## config.mk

```make
export PLATFORM = sky130hd
export DESIGN_NAME = coc_top
export DESIGN_NICKNAME = d
export VERILOG_FILES = /design/src/coc_pkg.sv /design/src/coc_top.sv
export VERILOG_INCLUDE_DIRS = /design/src
export SDC_FILE = /design/constraint.sdc
export NUM_CORES = 2
export LEC_CHECK = 0
export ABC_CLOCK_PERIOD_IN_PS = 18400
export BUFFER_PORTS_ARGS = -buffer_cell sky130_fd_sc_hd__buf_2
export CAP_MARGIN = 20
export CORE_MARGIN = 2
export CORE_UTILIZATION = 57
export CTS_BUF_LIST = sky130_fd_sc_hd__clkbuf_8 sky130_fd_sc_hd__clkbuf_16
export CTS_CLUSTER_DIAMETER = 60
export DETAILED_ROUTE_END_ITERATION = 16
export PLACE_DENSITY = 0.87
export SYNTH_ARGS = -nofsm -noshare
export SYNTH_HDL_FRONTEND = slang
export SYNTH_SLANG_ARGS = --single-unit
```

## constraint.sdc

```tcl
create_clock -name clock -period 18.4 [get_ports clock]
set_input_delay 3.68 -clock clock [delete_from_list [all_inputs] [get_ports clock]]
set_output_delay 3.68 -clock clock [all_outputs]
set_load 0.01 [all_outputs]
```

## src/coc_defs.svh

```systemverilog
/*
  constants for the control output conditioner: register offsets,
  control bits, output type codes, reset values and timing figures.
  assumes a 4-bit register address and 16-bit register data.
*/
// Summary of operation
// - standard: low digits pick terminal, 02 current
// - heat/cool: low digits heat, high digits cool
// - codes 00 off,01 pulse,02 current,03/06 relay
// - missing terminal selected gives no output
// - position proportional variant ignores type code
// - pulse period equals cycle time 0.5-1000.0 s
// - on-time equals output percent times cycle time
// - clamp output with selected group's limit pair
// - no limits on preset output in reset
// - limit ranges; low at/above high becomes high-1
// - heat/cool uses separate heat and cool limits
// - limiter switch off bypasses limits in manual
// - heat/cool keeps limits in manual always
// - manual to auto steps output to limit
// - rate limit 0.1-100.0 %/s, zero means off
// - no rate limit in manual, reset, input error
// - heat/cool rate-limits combined result before split
// - on/off control ignores rate limit
// - manual tight shut drives current to zero, standard mode only
// - auto with tight shut holds low limit
`ifndef COC_DEFS_SVH
`define COC_DEFS_SVH
`define COC_A_CTRL    4'h0
`define COC_A_OTYPE   4'h1
`define COC_A_GRP     4'h2
`define COC_A_LIMIDX  4'h3
`define COC_A_OH      4'h4
`define COC_A_OL      4'h5
`define COC_A_OHC     4'h6
`define COC_A_OLC     4'h7
`define COC_A_RATE    4'h8
`define COC_A_CTH     4'h9
`define COC_A_CTC     4'ha
`define COC_A_PRESET  4'hb
`define COC_A_MAN     4'hc
`define COC_A_MVH     4'hd
`define COC_A_MVC     4'he
`define COC_A_STAT    4'hf
`define COC_B_HC      0
`define COC_B_MAN     1
`define COC_B_RST     2
`define COC_B_ONOFF   3
`define COC_B_LIMSW   4
`define COC_T_OFF     8'h00
`define COC_T_OPULSE  8'h01
`define COC_T_OCUR    8'h02
`define COC_T_ORELAY  8'h03
`define COC_T_CRPULSE 8'h04
`define COC_T_CRCUR   8'h05
`define COC_T_O2RELAY 8'h06
`define COC_T_RPULSE  8'h07
`define COC_T_RCUR    8'h08
`define COC_SD        12'h800
`define COC_P0        12'h000
`define COC_P100      12'h3e8
`define COC_P50       12'h1f4
`define COC_OH_MAX    12'h41a
`define COC_OH_MIN    12'hfcf
`define COC_OL_MAX    12'h419
`define COC_OL_MIN    12'hfce
`define COC_HC_OH_MIN 12'h001
`define COC_CT_MIN    14'h0005
`define COC_CT_MAX    14'h2710
`define COC_CT_RST    14'h00c8
`define COC_RATE_MAX  11'h3e8
`define COC_MS_PER_CT 7'h64
`define COC_DIV_ON    5'h0a
`define COC_MS_PER_S  32'h000003e8
`define COC_CLK_NS    10
`define COC_MS_NS     1000000
`define COC_PERIOD_MS 100
`endif

```

## src/coc_pkg.sv

```systemverilog
/*
  types shared by the control output conditioner.
  assumes values in signed tenths of a percent.
*/
`default_nettype none
package coc_pkg;
  typedef logic signed [11:0] coc_pct_t;
  typedef logic [13:0] coc_ct_t;
  typedef logic [19:0] coc_ms_t;
endpackage
`default_nettype wire

```

## src/coc_top.sv

```systemverilog
/*
  control output conditioner: limiter, rate limiter, heat/cool split,
  tight shut, time proportioning and terminal selection.
  assumes pid_result is updated by the control computation between
  control ticks and all inputs are synchronous to clock.
*/
// Design decisions made here: the plain strobed port and the register addresses.
`include "coc_defs.svh"
`timescale 1ns/1ps
`default_nettype none
module coc_top #(
  parameter int NGRP      = 8,
  parameter int MS_CYC    = `COC_MS_NS / `COC_CLK_NS,
  parameter int PERIOD_MS = `COC_PERIOD_MS,
  parameter bit HAS_OUT2  = 1'b1,
  parameter bit HAS_RET   = 1'b1,
  parameter bit POS_PROP  = 1'b0
) (
  // clock and reset
  input  wire logic        clock,
  input  wire logic        rst_n,
  // register port
  input  wire logic [3:0]  addr,
  input  wire logic [15:0] wdata,
  input  wire logic        wr,
  input  wire logic        rd,
  output logic [15:0]      rdata,
  // control computation
  input  wire logic [11:0] pid_result,
  input  wire logic        input_error,
  // terminals and control tick
  output logic             out_pulse,
  output logic             out_relay,
  output logic             out_cur_en,
  output logic [11:0]      out_cur,
  output logic             out2_relay,
  output logic             ret_pulse,
  output logic             ret_cur_en,
  output logic [11:0]      ret_cur,
  output logic [11:0]      pos_mv,
  output logic             tick
);
  localparam int MSW = $clog2(MS_CYC + 1);
  localparam int PW  = $clog2(PERIOD_MS + 1);

  // software state
  logic [4:0]            ctrl_ff;
  logic [15:0]           otype_ff;
  logic [2:0]            grp_ff;
  logic [2:0]            limidx_ff;
  coc_pkg::coc_pct_t     oh_ff [NGRP];
  coc_pkg::coc_pct_t     ol_ff [NGRP];
  coc_pkg::coc_pct_t     ohc_ff;
  coc_pkg::coc_pct_t     olc_ff;
  logic [10:0]           rate_ff;
  coc_pkg::coc_ct_t      ct_ff [2];
  coc_pkg::coc_pct_t     preset_ff;
  coc_pkg::coc_pct_t     man_ff;
  logic [15:0]           rdata_ff;
  // computed state
  coc_pkg::coc_pct_t     comb_ff;
  coc_pkg::coc_pct_t     mvh_ff;
  coc_pkg::coc_pct_t     mvc_ff;
  logic                  ts_ff;
  logic [MSW-1:0]        ms_cnt_ff;
  logic [PW-1:0]         per_cnt_ff;
  logic                  tick_ff;
  coc_pkg::coc_ms_t      cyc_ff [2];
  coc_pkg::coc_ms_t      on_ff [2];
  logic [1:0]            pwm;
  logic [8:0]            term_ff;
  logic [11:0]           ocur_ff;
  logic [11:0]           rcur_ff;

  // mode bits
  wire hc    = ctrl_ff[`COC_B_HC];
  wire manm  = ctrl_ff[`COC_B_MAN];
  wire rstm  = ctrl_ff[`COC_B_RST];
  wire onoff = ctrl_ff[`COC_B_ONOFF];
  wire limsw = ctrl_ff[`COC_B_LIMSW];

  function automatic coc_pkg::coc_pct_t clip(input coc_pkg::coc_pct_t v,
      input coc_pkg::coc_pct_t lo, input coc_pkg::coc_pct_t hi);
    clip = (v > hi) ? hi : ((v < lo) ? lo : v);
  endfunction

  // write value checks
  wire coc_pkg::coc_pct_t wpct = wdata[11:0];
  wire coc_pkg::coc_pct_t w_oh = clip(wpct, `COC_OH_MIN, `COC_OH_MAX);
  wire coc_pkg::coc_pct_t w_ol = (wpct == `COC_SD) ? `COC_SD
                               : clip(wpct, `COC_OL_MIN, `COC_OL_MAX);
  wire coc_pkg::coc_ct_t  w_ct = (wdata[13:0] < `COC_CT_MIN) ? `COC_CT_MIN
                               : (wdata[13:0] > `COC_CT_MAX) ? `COC_CT_MAX
                               : wdata[13:0];
  wire [10:0] w_rate = (wdata[10:0] > `COC_RATE_MAX) ? `COC_RATE_MAX
                     : wdata[10:0];
  wire wsel_gr = wr && (addr == `COC_A_OH || addr == `COC_A_OL);

  always_ff @(posedge clock or negedge rst_n) begin
    if (!rst_n) begin
      ctrl_ff   <= 5'h00;
      otype_ff  <= 16'h0000;
      grp_ff    <= 3'h0;
      limidx_ff <= 3'h0;
      ohc_ff    <= `COC_P100;
      olc_ff    <= `COC_P0;
      rate_ff   <= 11'h000;
      preset_ff <= `COC_P0;
      man_ff    <= `COC_P0;
      ct_ff[0]  <= `COC_CT_RST;
      ct_ff[1]  <= `COC_CT_RST;
    end else if (wr) begin
      unique case (addr)
        `COC_A_CTRL:   ctrl_ff   <= wdata[4:0];
        `COC_A_OTYPE:  otype_ff  <= wdata;
        `COC_A_GRP:    grp_ff    <= wdata[2:0];
        `COC_A_LIMIDX: limidx_ff <= wdata[2:0];
        `COC_A_OHC:    ohc_ff    <= w_oh;
        `COC_A_OLC:    olc_ff    <= w_ol;
        `COC_A_RATE:   rate_ff   <= w_rate;
        `COC_A_CTH:    ct_ff[0]  <= w_ct;
        `COC_A_CTC:    ct_ff[1]  <= w_ct;
        `COC_A_PRESET: preset_ff <= wpct;
        `COC_A_MAN:    man_ff    <= wpct;
        default:       ;
      endcase
    end
  end

  // one limit pair per group, written through the index register
  always_ff @(posedge clock or negedge rst_n) begin
    if (!rst_n) begin
      for (int g = 0; g < NGRP; g++) begin
        oh_ff[g] <= `COC_P100;
        ol_ff[g] <= `COC_P0;
      end
    end else if (wsel_gr) begin
      if (addr == `COC_A_OH) begin
        oh_ff[limidx_ff] <= w_oh;
      end else begin
        ol_ff[limidx_ff] <= w_ol;
      end
    end
  end

  // read mux, data stands the cycle after the strobe
  wire [15:0] status = {13'h0000, ts_ff, pwm};
  wire [15:0] nxt_rdata =
      (addr == `COC_A_CTRL)   ? {11'h000, ctrl_ff} :
      (addr == `COC_A_OTYPE)  ? otype_ff :
      (addr == `COC_A_GRP)    ? {13'h0000, grp_ff} :
      (addr == `COC_A_LIMIDX) ? {13'h0000, limidx_ff} :
      (addr == `COC_A_OH)     ? {{4{oh_ff[limidx_ff][11]}}, oh_ff[limidx_ff]} :
      (addr == `COC_A_OL)     ? {{4{ol_ff[limidx_ff][11]}}, ol_ff[limidx_ff]} :
      (addr == `COC_A_OHC)    ? {{4{ohc_ff[11]}}, ohc_ff} :
      (addr == `COC_A_OLC)    ? {{4{olc_ff[11]}}, olc_ff} :
      (addr == `COC_A_RATE)   ? {5'h00, rate_ff} :
      (addr == `COC_A_CTH)    ? {2'h0, ct_ff[0]} :
      (addr == `COC_A_CTC)    ? {2'h0, ct_ff[1]} :
      (addr == `COC_A_PRESET) ? {{4{preset_ff[11]}}, preset_ff} :
      (addr == `COC_A_MAN)    ? {{4{man_ff[11]}}, man_ff} :
      (addr == `COC_A_MVH)    ? {{4{mvh_ff[11]}}, mvh_ff} :
      (addr == `COC_A_MVC)    ? {{4{mvc_ff[11]}}, mvc_ff} :
      status;

  always_ff @(posedge clock or negedge rst_n) begin
    if (!rst_n) begin
      rdata_ff <= 16'h0000;
    end else begin
      rdata_ff <= rd ? nxt_rdata : 16'h0000;
    end
  end
  assign rdata = rdata_ff;

  // millisecond and control period timing
  wire ms_tick = (ms_cnt_ff == MSW'(MS_CYC - 1));
  wire nxt_tick = ms_tick && (per_cnt_ff == PW'(PERIOD_MS - 1));
  always_ff @(posedge clock or negedge rst_n) begin
    if (!rst_n) begin
      ms_cnt_ff  <= '0;
      per_cnt_ff <= '0;
      tick_ff    <= 1'b0;
    end else begin
      ms_cnt_ff  <= ms_tick ? '0 : ms_cnt_ff + 1'b1;
      per_cnt_ff <= nxt_tick ? '0 : (ms_tick ? per_cnt_ff + 1'b1 : per_cnt_ff);
      tick_ff    <= nxt_tick;
    end
  end
  assign tick = tick_ff;

  // limits of the selected group
  wire coc_pkg::coc_pct_t oh_g = oh_ff[grp_ff];
  wire coc_pkg::coc_pct_t ol_g = ol_ff[grp_ff];
  wire sd_on = (ol_g == `COC_SD);
  // tight shut acts as the lowest low limit outside manual
  wire coc_pkg::coc_pct_t ol_v = sd_on ? `COC_OL_MIN : ol_g;
  wire coc_pkg::coc_pct_t hi_h = (hc && oh_g < `COC_HC_OH_MIN) ? `COC_HC_OH_MIN : oh_g;
  wire coc_pkg::coc_pct_t lo_r = (hc && ol_v < `COC_P0) ? `COC_P0 : ol_v;
  wire coc_pkg::coc_pct_t lo_h = (lo_r >= hi_h) ? hi_h - 12'sd1 : lo_r;
  wire coc_pkg::coc_pct_t hi_c = (ohc_ff < `COC_HC_OH_MIN) ? `COC_HC_OH_MIN : ohc_ff;
  wire coc_pkg::coc_pct_t lo_cr = (olc_ff < `COC_P0) ? `COC_P0 : olc_ff;
  wire coc_pkg::coc_pct_t lo_c = (lo_cr >= hi_c) ? hi_c - 12'sd1 : lo_cr;

  // source selection
  wire man_sd = (man_ff == `COC_SD);
  wire coc_pkg::coc_pct_t man_v = man_sd ? `COC_OL_MIN : man_ff;
  wire coc_pkg::coc_pct_t src = rstm ? preset_ff
                              : (manm ? man_v : pid_result);
  wire nxt_ts = !hc && manm && !rstm && sd_on && man_sd;

  // rate limiter; a small rate over a short period floors to one digit
  wire [31:0] step32 = 32'(rate_ff) * 32'(PERIOD_MS) / `COC_MS_PER_S;
  wire coc_pkg::coc_pct_t step = (step32 == 32'h0) ? 12'sd1
                               : (step32 > 32'h3e8) ? `COC_P100 : step32[11:0];
  wire rate_on = (rate_ff != 11'h000) && !manm && !rstm && !input_error
                 && !onoff;
  wire signed [12:0] up_v = 13'(comb_ff) + 13'(step);
  wire signed [12:0] dn_v = 13'(comb_ff) - 13'(step);
  wire coc_pkg::coc_pct_t rated =
      !rate_on ? src :
      (13'(src) > up_v) ? up_v[11:0] :
      (13'(src) < dn_v) ? dn_v[11:0] : src;

  // limiter; after manual the clamp steps straight to the limit
  wire lim_on = !rstm && (!manm || limsw || hc);
  wire coc_pkg::coc_pct_t std_mv = lim_on ? clip(rated, lo_h, hi_h) : rated;

  // heat/cool split of the rate-limited combined value
  wire coc_pkg::coc_pct_t cmb = clip(rated, `COC_P0, `COC_P100);
  wire coc_pkg::coc_pct_t h_raw = (cmb > `COC_P50) ? 12'((cmb - `COC_P50) <<< 1) : `COC_P0;
  wire coc_pkg::coc_pct_t c_raw = (cmb < `COC_P50) ? 12'((`COC_P50 - cmb) <<< 1) : `COC_P0;
  wire coc_pkg::coc_pct_t h_mv = rstm ? rated : clip(h_raw, lo_h, hi_h);
  wire coc_pkg::coc_pct_t c_mv = rstm ? rated : clip(c_raw, lo_c, hi_c);

  always_ff @(posedge clock or negedge rst_n) begin
    if (!rst_n) begin
      comb_ff <= `COC_P0;
      mvh_ff  <= `COC_P0;
      mvc_ff  <= `COC_P0;
      ts_ff   <= 1'b0;
    end else if (tick_ff) begin
      comb_ff <= rated;
      mvh_ff  <= hc ? h_mv : std_mv;
      mvc_ff  <= hc ? c_mv : `COC_P0;
      ts_ff   <= nxt_ts;
    end
  end

  // time proportioning per side
  for (genvar s = 0; s < 2; s++) begin : g_tp
    wire coc_pkg::coc_pct_t mv_s = (s == 0) ? mvh_ff : mvc_ff;
    wire coc_pkg::coc_pct_t pos = clip(mv_s, `COC_P0, `COC_P100);
    // widen before the product, a 1000.0 s cycle needs 20 bits of ms
    wire coc_pkg::coc_ms_t len = 20'(ct_ff[s]) * 20'(`COC_MS_PER_CT);
    wire [23:0] prod = 24'(pos[9:0]) * 24'(ct_ff[s]);
    wire coc_pkg::coc_ms_t nxt_on = 20'(prod / `COC_DIV_ON);
    wire wrap = ms_tick && (cyc_ff[s] >= len - 20'h00001);
    always_ff @(posedge clock or negedge rst_n) begin
      if (!rst_n) begin
        cyc_ff[s] <= '0;
        on_ff[s]  <= '0;
      end else begin
        cyc_ff[s] <= wrap ? '0 : (ms_tick ? cyc_ff[s] + 20'h00001 : cyc_ff[s]);
        on_ff[s]  <= tick_ff ? nxt_on : on_ff[s];
      end
    end
    assign pwm[s] = (cyc_ff[s] < on_ff[s]);
    a_full_on: assert property (@(posedge clock) disable iff (!rst_n)
      (on_ff[s] >= len) |-> pwm[s])
      else $error("full on-time does not hold output on");
  end

  // terminal decode
  wire [7:0] hcode = otype_ff[7:0];
  wire [7:0] ccode = hc ? otype_ff[15:8] : `COC_T_OFF;
  wire en = !POS_PROP;
  wire h_op = (hcode == `COC_T_OPULSE);
  wire c_op = (ccode == `COC_T_OPULSE);
  wire h_oc = (hcode == `COC_T_OCUR);
  wire c_oc = (ccode == `COC_T_OCUR);
  wire h_or = (hcode == `COC_T_ORELAY);
  wire c_or = (ccode == `COC_T_ORELAY);
  wire h_o2 = (hcode == `COC_T_O2RELAY);
  wire c_o2 = (ccode == `COC_T_O2RELAY);
  wire h_rp = (hcode == `COC_T_RPULSE);
  wire c_rp = (ccode == `COC_T_CRPULSE);
  wire h_rc = (hcode == `COC_T_RCUR);
  wire c_rc = (ccode == `COC_T_CRCUR);
  wire [8:0] nxt_term = {
    en && HAS_OUT2 && ((h_o2 && pwm[0]) || (c_o2 && pwm[1])),
    en && HAS_RET && ((h_rp && pwm[0]) || (c_rp && pwm[1])),
    en && HAS_RET && (h_rc || c_rc),
    en && ((h_or && pwm[0]) || (c_or && pwm[1])),
    en && (h_oc || c_oc),
    en && ((h_op && pwm[0]) || (c_op && pwm[1])),
    3'h0};
  // current value in tenths of a percent, zero under tight shut
  wire [11:0] h_cur = ts_ff ? 12'h000 : clip(mvh_ff, `COC_OL_MIN, `COC_OH_MAX);
  wire [11:0] c_cur = clip(mvc_ff, `COC_OL_MIN, `COC_OH_MAX);
  wire [11:0] nxt_ocur = h_oc ? h_cur : (c_oc ? c_cur : 12'h000);
  wire [11:0] nxt_rcur = h_rc ? h_cur : (c_rc ? c_cur : 12'h000);

  always_ff @(posedge clock or negedge rst_n) begin
    if (!rst_n) begin
      term_ff <= 9'h000;
      ocur_ff <= 12'h000;
      rcur_ff <= 12'h000;
    end else begin
      term_ff <= nxt_term;
      ocur_ff <= nxt_ocur;
      rcur_ff <= nxt_rcur;
    end
  end
  assign out_pulse  = term_ff[3];
  assign out_cur_en = term_ff[4];
  assign out_relay  = term_ff[5];
  assign ret_cur_en = term_ff[6];
  assign ret_pulse  = term_ff[7];
  assign out2_relay = term_ff[8];
  assign out_cur    = ocur_ff;
  assign ret_cur    = rcur_ff;
  assign pos_mv     = POS_PROP ? mvh_ff : 12'h000;

  // checks
  a_lim_high: assert property (@(posedge clock) disable iff (!rst_n)
    tick_ff && lim_on && !hc |=> mvh_ff <= $past(hi_h))
    else $error("output above high limit");
  a_lim_low: assert property (@(posedge clock) disable iff (!rst_n)
    tick_ff && lim_on && !hc |=> mvh_ff >= $past(lo_h))
    else $error("output below low limit");
  a_low_fix: assert property (@(posedge clock) disable iff (!rst_n)
    lo_h < hi_h)
    else $error("effective low limit not below high limit");
  a_reset_bypass: assert property (@(posedge clock) disable iff (!rst_n)
    tick_ff && rstm |=> mvh_ff == $past(preset_ff))
    else $error("preset output was altered");
  a_rate_step: assert property (@(posedge clock) disable iff (!rst_n)
    tick_ff && rate_on |=> (comb_ff <= $past(up_v)) && (comb_ff >= $past(dn_v)))
    else $error("rate limit exceeded");
  a_rate_idle: assert property (@(posedge clock) disable iff (!rst_n)
    tick_ff && (manm || input_error || onoff) |=> comb_ff == $past(src))
    else $error("rate limit active when it must not be");
  a_ts_zero: assert property (@(posedge clock) disable iff (!rst_n)
    ts_ff && h_oc ##1 out_cur_en |-> out_cur == 12'h000)
    else $error("tight shut current not zero");
  a_no_term: assert property (@(posedge clock) disable iff (!rst_n)
    (!HAS_OUT2 || POS_PROP) |-> !out2_relay)
    else $error("output on missing terminal");
endmodule
`default_nettype wire

```

==> results_dict.tcl <==
set metrics [dict create \
    cp_slowest_cell "or4_4" \
    post-route-min-period_ns 18.16 \
    reg2reg_depth 99 \
    wl_per_cell_um 23.3 \
    fin_worst_skew_ns 0.0423 \
    synth_edf_count 0 \
    postSynthCellCount 6560 \
    register_area_um2 12500 \
    antenna_found_initial 14 \
    arrival_ns 18.76 \
    max_freq_ghz 0.0551 \
    setup_ws_ns 0.240 \
    drc 0 \
    synth.distinct_cells 137 \
    cp-start-kind "register" \
    start_util 0.578 \
    synthMostInstantiatedCell "nand2_1" \
    relSlewSlack 0.191 \
    multiInputGateArea_um2 39600 \
    crit_end "g_tp[0].mv_s[6]" \
    cts_tree "done" \
    timing.rr.end "g_tp[0].mv_s[6]" \
    wirelength_mm 186 \
    critPathLaunch "rate_ff[2]" \
    crit_family "compound AO/OA/AOI/OAI gates" \
    port_buffers 83 \
    timing.critical_path.buf_inv 19 \
    first_pass_iters 8 \
    worstSetupPathType "reg -> reg" \
    ctsHtreeMaxLevel 2 \
    hold_ws_ns 0.452 \
    grt_pass1_vias 51200 \
    die_x_um 312 \
    cp_num_cells 99 \
    gr-total-overflow 0 \
    tightest_slew_ns 1.21 \
    die_area_um2 97300 \
    placed_area_um2 56200 \
    holdCritPathClass "reg -> reg" \
    finalCritPeriodShare 0.987 \
    cp_max_fo 8 \
    num-fill-cells 7370 \
    vias 53900 \
    place.gp.congestion 1.04 \
    cts.sinks 494 \
    synth_top_cell_by_area "dfrtp_1" \
    ant_nets 0 \
    syn-cell-area_um2 54100 \
    final_area_um2 60400 \
    cp.required_ns 19.00 \
    vias_per_cell 6.77 \
    synth_common_cells "779 x nand2_1, 557 x o21ai_0, 507 x nor2_1" \
    drv_cap 0 \
    grt_pass1_wl_mm 283 \
    drive_gt1_frac 0.150 \
    syn_avg_cell_area_um2 8.24 \
    synth.ff_latch_count 494 \
    synth_top_area_frac 0.201 \
    core-area_um2 93600 \
    rows 112 \
    clock_latency_ns 0.69 \
    drv_slew 0 \
    hold_viol_final 0 \
    clockRootBuffer "clkbuf_16" \
    syn2layout_area_growth_pct 11.6 \
    worstSetupEndpointType "register" \
    cts-buffers-inserted 59 \
    reg2reg_slack_ns 0.24 \
    grt_max_degree 165 \
    clk_path_buf_depth 3 \
    ios 96 \
    yosys_warnings 0 \
    fin_nets 7417 \
    setup_viol 0 \
    dp_slack_ns -0.355 \
    synthTopCellsByArea "dfrtp_1 20%, ha_1 12%, fa_1 8.0%" \
    finalSetupTns_ns 0 \
    dpl.hpwl_mm 133 \
    grt_setup_unrepaired "true" \
    r2r-start "rate_ff[2]" \
    synth-main-ff-cell "dfrtp_1" \
    cpPeakStageDelay_ns 0.53 \
    clkTransAtPathRegs_ns 0.07 \
    status "finished clean" \
    cpMostUsedCell "nor2_1" \
    synthArstFlopShare 1.00 \
    hold_buffers 0 \
    grt_usage 0.362 \
    die_y_um 312 \
    first_iter_violations 7297 \
    seq_area_frac_synth 0.230 \
]
logic make-up after synthesis:
logic type,share of synthesized area
buffers and inverters,0.0599
other,0.0000694
multiplexers,0.0569
flip-flops,0.230
AO/OA/AOI/OAI,0.217
XOR/XNOR,0.0478
AND/OR/NAND/NOR,0.192
adder cells (fa/ha/maj),0.197
per-layer routing:
metal	global-route usage	vias to the layer above	part of all wire	wire [um]
met3	0.0914	964	0.12	22100
met1	0.462	25700	0.37	68800
met4	0.210	18	0.070	13000
met2	0.559	3662	0.44	81900
met5	0	-	0.00062	115
li1	-	23600	-	-
worst reg2reg max path: cells and delay by family (launching register included):
| kind | cells | cell delay [ns] |
|---|---|---|
| DFF | 1 | 0.43 |
| muxes | 3 | 0.69 |
| xor gates and xnor gates | 3 | 0.60 |
| and+or+nand+nor | 29 | 4.29 |
| adders and majority gates | 8 | 2.43 |
| buffers and inverters | 19 | 2.50 |
| AOI/OAI and AO/OA | 37 | 7.19 |
worst min-delay path by stage:
| stage | start | end | slack [ns] | cells past startpoint |
|---|---|---|---|---|
| 6_report | ms_cnt_ff[0] | ms_cnt_ff[0] | 0.45 | 1 |
| 5_1_grt | ms_cnt_ff[0] | ms_cnt_ff[0] | 0.47 | 1 |
| 4_1_cts | ms_cnt_ff[0] | ms_cnt_ff[0] | 0.45 | 1 |
| 3_5_place_dp | ms_cnt_ff[0] | ms_cnt_ff[0] | 0.45 | 1 |
| 3_3_place_gp | ms_cnt_ff[0] | ms_cnt_ff[0] | 0.44 | 1 |
| 2_1_floorplan | ms_cnt_ff[0] | ms_cnt_ff[0] | 0.42 | 1 |
state kept, by name, indices dropped and copies added, names as in the netlist, 11 cells and up:
name / flops
comb_ff: 12
ct_ff: 28
cyc_ff: 40
g_tp.mv_s: 24
man_ff: 12
ms_cnt_ff: 17
oh_ff: 96
ohc_ff: 12
ol_ff: 96
olc_ff: 12
on_ff: 40
otype_ff: 16
out_cur: 12
preset_ff: 12
rate_ff: 11
rdata: 16
ret_cur: 12
cell type report:
type	count	share of cell area
multi-input combinational	5251	0.656
tap	1254	0.0260
clock inverter	45	0.0109
clock buffer	67	0.0263
sequential	494	0.206
timing repair buffer	356	0.0429
antenna	5	0.000207
inverter	500	0.0314
what timing repair did:
action / CTS / global route
endpoints found under the hold margin: 0 / 0
pin swaps: 3 / 139
cloned: 1 / 2
buffers inserted: 4 / 82
gates resized for setup: 12 / 268
setup endpoints to repair: 24 / 24
placed cells by master, fill, tap and decap left out, types with 62 or more instances in the layout:
cell      count
nand2_1     766
o21ai_0     536
nor2_1      489
ha_1        479
inv_1       478
dfrtp_1     425
a21oi_1     337
buf_4       246
fa_1        214
xnor2_1     192
nor3_1      160
nand3_1     129
nand2b_1    103
a21o_1       98
mux2_2       90
o22ai_1      85
and2_1       84
buf_2        83
xor2_1       78
and3_1       76
nand4_1      72
mux2i_1      68
nor2b_1      62
through the flow:
step                      cells   util
after CTS                  7877  0.625
after global placement     7759  0.600
after detailed placement   7760  0.600
final                      7972  0.645
after floorplan            6573      -
after global routing       7971  0.645
Power is not shown: default switching activity piles up to over one toggle a cycle in this logic, so the estimate is an artifact.
